$ cat config.mk
export PLATFORM = sky130hd
export DESIGN_NAME = pcdt_tree
export DESIGN_NICKNAME = d
export VERILOG_FILES = /design/src/core/pcdt_pkg.sv /design/src/core/pcdt_divider.sv /design/src/core/pcdt_tree.sv
export SDC_FILE = /design/constraint.sdc
export NUM_CORES = 1
export LEC_CHECK = 0
export ABC_AREA = 1
export ABC_CLOCK_PERIOD_IN_PS = 7250
export CORE_MARGIN = 3
export CORE_UTILIZATION = 55
export CTS_CLUSTER_DIAMETER = 120
export DETAILED_ROUTE_END_ITERATION = 8
export DONT_BUFFER_PORTS = 1
export PLACE_DENSITY = 0.7
export SYNTH_ARGS = -nofsm -noshare
export SYNTH_HDL_FRONTEND = slang
export SYNTH_HIERARCHICAL = 1
export SYNTH_SLANG_ARGS = --single-unit
$ cat constraint.sdc
create_clock -name core_clk -period 7.25 [get_ports core_clk]
set_clock_uncertainty 0.1 [all_clocks]
set_input_delay 2.175 -clock core_clk [delete_from_list [all_inputs] [get_ports core_clk]]
set_output_delay 2.175 -clock core_clk [all_outputs]
set_load 0.05 [all_outputs]
$ cat src/core/pcdt_pkg.sv
// Purpose: Shared constants and types for the clock divider tree.
// Assumes: All clock activity is modelled as edge events on core_clk.
// Notes:   Ratios of zero are treated as a ratio of one.
`default_nettype none
package pcdt_pkg;
  localparam int unsigned PCDT_CTRLS        = 2;
  localparam int unsigned PCDT_PRIM_DOMAINS = 9;
  localparam int unsigned PCDT_SEC_DOMAINS  = 5;
  localparam int unsigned PCDT_RATIO_W      = 5;
  localparam int unsigned PCDT_MULT_W       = 8;
  localparam int unsigned PCDT_PERIOD_W     = 16;
  localparam int unsigned PCDT_ACC_W        = 17;
  localparam logic [4:0]  PCDT_RATIO_RST    = 5'h01;
  localparam logic        PCDT_MODE_RST     = 1'b0;
  localparam logic [15:0] PCDT_PERIOD_MAX   = 16'hFFFF;
  // Reference cycles software waits after leaving multiplied mode.
  localparam int unsigned PCDT_BYPASS_SETTLE_REF_CYCLES = 4;
  typedef enum logic {PCDT_GO_IDLE, PCDT_GO_HALT} pcdt_go_e;
endpackage
`default_nettype wire

$ cat src/core/pcdt_divider.sv
// Purpose: One edge-counting divider with a 50% duty output level.
// Assumes: src_edge pulses once per edge (two per period) of its source.
// Notes:   Halt freezes the output once it is low; restart forces a rise.
`default_nettype none
module pcdt_divider (
  input  wire logic                            core_clk,
  input  wire logic                            sys_rst,
  input  wire logic                            src_edge,
  input  wire logic                            enable,
  input  wire logic [pcdt_pkg::PCDT_RATIO_W-1:0] ratio,
  input  wire logic                            halt,
  input  wire logic                            restart,
  output logic                                 clk_out,
  output logic                                 edge_out
);
  logic [pcdt_pkg::PCDT_RATIO_W-1:0] cnt_ff;
  logic                              out_ff;
  logic [pcdt_pkg::PCDT_RATIO_W-1:0] ratio_eff;
  logic                              terminal;
  logic                              frozen;

  assign ratio_eff = (ratio == 5'h00) ? 5'h01 : ratio;
  assign terminal  = cnt_ff >= (ratio_eff - 5'h01);
  assign frozen    = halt & ~out_ff;
  // Toggling every ratio edges of a two-edge source keeps 50% duty.
  assign edge_out  = enable & src_edge & terminal & ~frozen & ~restart;
  assign clk_out   = out_ff;

  always_ff @(posedge core_clk) begin
    if (sys_rst) begin
      cnt_ff <= '0;
      out_ff <= 1'b0;
    end else if (!enable) begin
      cnt_ff <= '0;
      out_ff <= 1'b0;
    end else if (restart) begin
      cnt_ff <= '0;
      out_ff <= 1'b1;
    end else if (frozen) begin
      cnt_ff <= '0;
    end else if (src_edge) begin
      if (terminal) begin
        cnt_ff <= '0;
        out_ff <= ~out_ff;
      end else begin
        cnt_ff <= cnt_ff + 5'h01;
      end
    end
  end
endmodule
`default_nettype wire

$ cat src/core/pcdt_tree.sv
// Purpose: Two clock controllers (nine and five domains) fed by one reference.
// Assumes: ref_clk_pin is far slower than core_clk; controls are core_clk.
// Notes:   The loop is a digital rate multiplier; 2*M must stay below the
//          pre-divided half period in core_clk cycles.
`default_nettype none
module pcdt_tree (
  input  wire logic        core_clk,
  input  wire logic        sys_rst,
  input  wire logic        ref_clk_pin,
  input  wire logic        prim_multiplied_mode_select,
  input  wire logic [4:0]  prim_pre_divider,
  input  wire logic        prim_pre_divider_enable,
  input  wire logic [7:0]  prim_loop_multiplier,
  input  wire logic [4:0]  prim_post_loop_divider,
  input  wire logic        prim_post_divider_enable,
  input  wire logic [4:0]  prim_bypass_clock_divider,
  input  wire logic        prim_bypass_divider_enable,
  input  wire logic [9:1][4:0] prim_domain_divider_n,
  input  wire logic [9:1]  prim_domain_divider_enable,
  input  wire logic [9:1]  prim_output_align_select,
  input  wire logic        prim_divider_update_trigger,
  input  wire logic        sec_multiplied_mode_select,
  input  wire logic [4:0]  sec_pre_divider,
  input  wire logic        sec_pre_divider_enable,
  input  wire logic [7:0]  sec_loop_multiplier,
  input  wire logic [4:0]  sec_post_loop_divider,
  input  wire logic        sec_post_divider_enable,
  input  wire logic [4:0]  sec_bypass_clock_divider,
  input  wire logic        sec_bypass_divider_enable,
  input  wire logic [5:1][4:0] sec_domain_divider_n,
  input  wire logic [5:1]  sec_domain_divider_enable,
  input  wire logic [5:1]  sec_output_align_select,
  input  wire logic        sec_divider_update_trigger,
  output logic [9:1]       prim_domain_clock_n,
  output logic             prim_bypass_domain_clock,
  output logic             prim_divider_update_busy,
  output logic [5:1]       sec_domain_clock_n,
  output logic             sec_bypass_domain_clock,
  output logic             sec_divider_update_busy,
  output logic             auxiliary_reference_clock
);
  logic ref_sync1_ff;
  logic ref_sync2_ff;
  logic ref_prev_ff;
  logic ref_edge;
  logic [2:0] ref_fill_ff;

  logic [1:0]           c_mode_in;
  logic [1:0][4:0]      c_pre_ratio;
  logic [1:0]           c_pre_en;
  logic [1:0][7:0]      c_mult;
  logic [1:0][4:0]      c_post_ratio;
  logic [1:0]           c_post_en;
  logic [1:0][4:0]      c_bp_ratio;
  logic [1:0]           c_bp_en;
  logic [1:0][9:1][4:0] c_dom_ratio;
  logic [1:0][9:1]      c_dom_en;
  logic [1:0][9:1]      c_align;
  logic [1:0]           c_trig;
  logic [1:0][9:1]      c_dom_clk;
  logic [1:0]           c_bp_clk;
  logic [1:0]           c_busy;

  always_ff @(posedge core_clk) begin
    if (sys_rst) begin
      ref_sync1_ff <= 1'b0;
      ref_sync2_ff <= 1'b0;
      ref_prev_ff  <= 1'b0;
      ref_fill_ff  <= 3'h0;
    end else begin
      ref_sync1_ff <= ref_clk_pin;
      ref_sync2_ff <= ref_sync1_ff;
      ref_prev_ff  <= ref_sync2_ff;
      ref_fill_ff  <= {ref_fill_ff[1:0], 1'b1};
    end
  end

  // Edges count only once the chain holds real pin samples, so a pin that
  // is high at reset release is not taken for an early edge.
  assign ref_edge = (ref_sync2_ff ^ ref_prev_ff) & ref_fill_ff[2];
  assign auxiliary_reference_clock = ref_prev_ff;

  assign c_mode_in    = {sec_multiplied_mode_select,
                         prim_multiplied_mode_select};
  assign c_pre_ratio  = {sec_pre_divider, prim_pre_divider};
  assign c_pre_en     = {sec_pre_divider_enable, prim_pre_divider_enable};
  assign c_mult       = {sec_loop_multiplier, prim_loop_multiplier};
  assign c_post_ratio = {sec_post_loop_divider, prim_post_loop_divider};
  assign c_post_en    = {sec_post_divider_enable, prim_post_divider_enable};
  assign c_bp_ratio   = {sec_bypass_clock_divider, prim_bypass_clock_divider};
  assign c_bp_en      = {sec_bypass_divider_enable,
                         prim_bypass_divider_enable};
  assign c_trig       = {sec_divider_update_trigger,
                         prim_divider_update_trigger};
  assign c_dom_ratio  = {20'h00000, sec_domain_divider_n,
                         prim_domain_divider_n};
  assign c_dom_en     = {4'h0, sec_domain_divider_enable,
                         prim_domain_divider_enable};
  assign c_align      = {4'h0, sec_output_align_select,
                         prim_output_align_select};

  assign prim_domain_clock_n      = c_dom_clk[0];
  assign sec_domain_clock_n       = c_dom_clk[1][5:1];
  assign prim_bypass_domain_clock = c_bp_clk[0];
  assign sec_bypass_domain_clock  = c_bp_clk[1];
  assign prim_divider_update_busy = c_busy[0];
  assign sec_divider_update_busy  = c_busy[1];

  for (genvar c = 0; c < 2; c++) begin : g_ctrl
    logic                  mode_ff;
    logic                  pre_edge;
    logic                  post_edge;
    logic                  loop_edge;
    logic                  src_edge;
    logic [15:0]           per_cnt_ff;
    logic [15:0]           period_ff;
    logic [16:0]           acc_ff;
    logic [16:0]           acc_sum;
    logic [16:0]           period_ext;
    logic                  loop_tick;
    logic [9:1][4:0]       act_ratio_ff;
    logic [9:1]            halt_mask;
    logic                  all_low;
    logic                  go_restart;
    pcdt_pkg::pcdt_go_e    go_state_ff;
    pcdt_pkg::pcdt_go_e    nxt_go_state;
    logic                  busy_ff;

    // The mode only changes on a reference edge, so the source mux swaps
    // between event streams at an edge boundary and never splits a phase.
    always_ff @(posedge core_clk) begin
      if (sys_rst) begin
        mode_ff <= pcdt_pkg::PCDT_MODE_RST;
      end else if (ref_edge) begin
        mode_ff <= c_mode_in[c];
      end
    end

    pcdt_divider u_pre (
      .core_clk (core_clk),
      .sys_rst  (sys_rst),
      .src_edge (ref_edge),
      .enable   (mode_ff & c_pre_en[c]),
      .ratio    (c_pre_ratio[c]),
      .halt     (1'b0),
      .restart  (1'b0),
      .clk_out  (),
      .edge_out (pre_edge)
    );

    // The loop measures the pre-divided half period and emits 2*M edges
    // per half period by a running accumulator.
    assign acc_sum    = acc_ff + {8'h00, c_mult[c], 1'b0};
    assign period_ext = {1'b0, period_ff};
    assign loop_tick  = mode_ff & (period_ff != 16'h0000)
                        & (acc_sum >= period_ext);

    always_ff @(posedge core_clk) begin
      if (sys_rst || !mode_ff) begin
        per_cnt_ff <= '0;
        period_ff  <= '0;
        acc_ff     <= '0;
      end else begin
        if (pre_edge) begin
          per_cnt_ff <= '0;
          period_ff  <= per_cnt_ff + 16'h0001;
        end else if (per_cnt_ff != pcdt_pkg::PCDT_PERIOD_MAX) begin
          per_cnt_ff <= per_cnt_ff + 16'h0001;
        end
        if (period_ff == 16'h0000) begin
          acc_ff <= '0;
        end else if (loop_tick) begin
          acc_ff <= acc_sum - period_ext;
        end else begin
          acc_ff <= acc_sum;
        end
      end
    end

    assign loop_edge = loop_tick;

    pcdt_divider u_post (
      .core_clk (core_clk),
      .sys_rst  (sys_rst),
      .src_edge (loop_edge),
      .enable   (mode_ff & c_post_en[c]),
      .ratio    (c_post_ratio[c]),
      .halt     (1'b0),
      .restart  (1'b0),
      .clk_out  (),
      .edge_out (post_edge)
    );

    assign src_edge = mode_ff ? post_edge : ref_edge;

    pcdt_divider u_bypass (
      .core_clk (core_clk),
      .sys_rst  (sys_rst),
      .src_edge (ref_edge),
      .enable   (c_bp_en[c]),
      .ratio    (c_bp_ratio[c]),
      .halt     (1'b0),
      .restart  (1'b0),
      .clk_out  (c_bp_clk[c]),
      .edge_out ()
    );

    // Divider-update sequencing: aligned, enabled outputs freeze low; once
    // all are low the new ratios load and all rise on one source edge.
    assign halt_mask  = (go_state_ff == pcdt_pkg::PCDT_GO_HALT)
                        ? c_align[c] : 9'h000;
    assign all_low    = ((halt_mask & c_dom_en[c] & c_dom_clk[c])
                         == 9'h000);
    assign go_restart = (go_state_ff == pcdt_pkg::PCDT_GO_HALT)
                        & all_low & src_edge;

    always_comb begin
      nxt_go_state = go_state_ff;
      case (go_state_ff)
        pcdt_pkg::PCDT_GO_IDLE: begin
          if (c_trig[c]) begin
            nxt_go_state = pcdt_pkg::PCDT_GO_HALT;
          end
        end
        pcdt_pkg::PCDT_GO_HALT: begin
          if (go_restart) begin
            nxt_go_state = pcdt_pkg::PCDT_GO_IDLE;
          end
        end
        default: nxt_go_state = pcdt_pkg::PCDT_GO_IDLE;
      endcase
    end

    always_ff @(posedge core_clk) begin
      if (sys_rst) begin
        go_state_ff <= pcdt_pkg::PCDT_GO_IDLE;
        busy_ff     <= 1'b0;
      end else begin
        go_state_ff <= nxt_go_state;
        busy_ff     <= (nxt_go_state == pcdt_pkg::PCDT_GO_HALT);
      end
    end

    assign c_busy[c] = busy_ff;

    for (genvar d = 1; d <= 9; d++) begin : g_dom
      if (c == 0 || d <= 5) begin : g_on
        always_ff @(posedge core_clk) begin
          if (sys_rst) begin
            act_ratio_ff[d] <= pcdt_pkg::PCDT_RATIO_RST;
          end else if (go_restart && c_align[c][d]) begin
            act_ratio_ff[d] <= c_dom_ratio[c][d];
          end
        end

        pcdt_divider u_dom (
          .core_clk (core_clk),
          .sys_rst  (sys_rst),
          .src_edge (src_edge),
          .enable   (c_dom_en[c][d]),
          .ratio    (act_ratio_ff[d]),
          .halt     (halt_mask[d]),
          .restart  (go_restart & c_align[c][d]),
          .clk_out  (c_dom_clk[c][d]),
          .edge_out ()
        );
      end else begin : g_off
        assign act_ratio_ff[d]    = pcdt_pkg::PCDT_RATIO_RST;
        assign c_dom_clk[c][d]    = 1'b0;
      end
    end
  end
endmodule
`default_nettype wire

==> reports/results.tsv <==
stage	metric	value	unit
outcome	outcome	complete, no violations	
routing	routed_via_density	5.04	
sta	final-setup-viol-count	0	
routing	ant_nets	0	
run	drv_cap	0	
die	die_width	197	um
die	die_h	197	um
finish	layout-drive-gt1-share	7.15	%
critical_path	slowest_stage	fa_1	
min_path	hold_path_class	flop to flop	
finish	layout.nets	3317	
cts	numCtsBuffers	35	
critical_path	rr_worst_depth	30	
critical_path	critical_path.startpoint	prim_loop_multiplier[0]	
sta	relSlewSlack	22.8	%
sta	period_needed	6360	ps
cts	post_cts_buffers	0	
grt	grt_pass1_wl	75.5	mm
sta	finalHoldViolCount	0	
sta	fmaxAchievable	157	MHz
grt	grt_pass1_vias	16688	
placed_design	gp_congestion	0.907	
routing	num_vias	17405	
cts	hold_buffers	0	
finish	mostFrequentLayoutCell	nand2_1	
routing	drt_iter0_drc	953	
placed_design	dp_hpwl	34.4	mm
yosys	ys_warn_count	6	
finish	final_util	60.8	%
cts	clock_path_buffers	3	
die	core_area	0.0357	mm^2
die	ios	176	
sta	rsz0062_at_grt	no	
critical_path	r2r-start	g_ctrl[0].acc_ff[1]	
power_and_ir_drop	p_leak	10.4	nW
routing	drt_wl_total	44.2	mm
die	initial_core_util	56.2	%
grt	track_usage	22.9	%
sta	final.period_utilization	87.8	%
yosys	synth_area_per_cell	6.81	um^2
die	rows	69	
grt	antenna_found_initial	2	
routing	post-route-drc-count	0	
critical_path	cp.required	7570	ps
cts	cts_num_sinks	298	
critical_path	max_stage_delay	390	ps
cts	cts_tree	built	
cts	clk_latency	540	ps
die	dieArea	0.0389	mm^2
yosys	syn-cell-area	0.0201	mm^2
finish	area_growth	8.12	%
critical_path	cp-start-kind	input pin	
routing	dr.pass1.iters	6	
min_path	hp-start	ref_fill_ff[0]	
power_and_ir_drop	powerDensity	173	mW/mm^2
cts	h-tree-depth	2	
critical_path	crit_top_cell	nor2_1	
grt	grt_max_degree	74	
placed_design	port_buffers	0	
min_path	holdPathStages	2	
sta	tightest_slew	1150	ps
finish	layout_common_cells	nand2_1 (628), inv_1 (517), nor2_1 (436), dfxtp_1 (298), ha_1 (190)	
cts	post_cts_resized	0	
routing	wl_per_cell	12.8	um
critical_path	end_kind	flop	
sta	final.setup.tns	0	ps
critical_path	criticalPathCategory	input pin to flop	
yosys	syn-instance-count	2950	
power_and_ir_drop	vdd_ir_drop_max	0.225	mV
finish	diodes	0	
sta	slew_viol_final	0	
critical_path	path_max_fanout	21	
grt	grt-ovfl-total	0	
critical_path	crit_arrival	6690	ps
cts	cts_root_buf	clkbuf_16	
cts	clkTransAtPathRegs	60	ps
==> layout make-up <==
cell class              instances  area [um^2]
clock buffers                  46          978
multi-input cells            2095        11900
well taps                     461          577
repair buffers                  7         52.6
clock inverters                16          228
inverters                     529         1990
fillers                      3309        14000
flip-flops and latches        298         5970
==> path summary, 6_finish.rpt <==
kind,to,slack [ps]
setup / recovery,g_ctrl[0].g_dom[3].g_on.u_dom/cnt_ff[3],890
hold reg to reg,ref_fill_ff[1],300
setup reg to reg,g_ctrl[0].g_dom[3].g_on.u_dom/cnt_ff[3],2220
hold / removal,ref_fill_ff[1],300
==> state kept, by name, summed over array words and instances (netlist names), 3 cells and up <==
name                             flops
g_ctrl.u_post/cnt_ff                10
g_ctrl.g_dom.g_on.u_dom/clk_out     14
g_ctrl.act_ratio_ff                 70
g_ctrl.per_cnt_ff                   32
g_ctrl.u_pre/cnt_ff                 10
g_ctrl.period_ff                    32
ref_fill_ff                          3
g_ctrl.g_dom.g_on.u_dom/cnt_ff      70
g_ctrl.u_bypass/cnt_ff              10
g_ctrl.acc_ff                       34
==> per-layer routing <==
layer | global-route usage, % | part of all wire [%] | vias to the layer above
met3 | 4.52 | 5.0 | 82
met2 | 39.7 | 46 | 280
met1 | 28.9 | 46 | 7771
met5 | 0 | 0.068 | -
li1 | - | - | 9268
met4 | 7.31 | 2.6 | 4
==> report_power, final <==
part	internal (mW)	leakage, nW	switching, mW
clock	1.13	0.597	0.705
combinational	0.0940	7.42	0.160
sequential	1.65	2.40	0.0204
==> per-stage QoR <==
step,hold WS [ps],power [mW],instances,setup slack (ps),cell area (um^2)
2_1_floorplan,288,1.91,2967,668,20200
3_3_place_gp,297,1.95,3390,475,20500
3_5_place_dp,298,1.96,3390,323,20500
4_1_cts,301,3.81,3452,898,21700
5_1_grt,326,3.91,3452,360,21700
6_report,302,3.76,3452,886,21700
==> worst max-delay path: cells and delay by family <==
kind / cells / cell delay (ps)
AND/OR/NAND/NOR: 17 / 2170
adder cells (fa/ha/maj): 3 / 880
buffers and inverters: 6 / 900
XOR/XNOR: 1 / 180
AO/OA/AOI/OAI: 3 / 380
No activity file was read; power rests on OpenSTA's default activity.
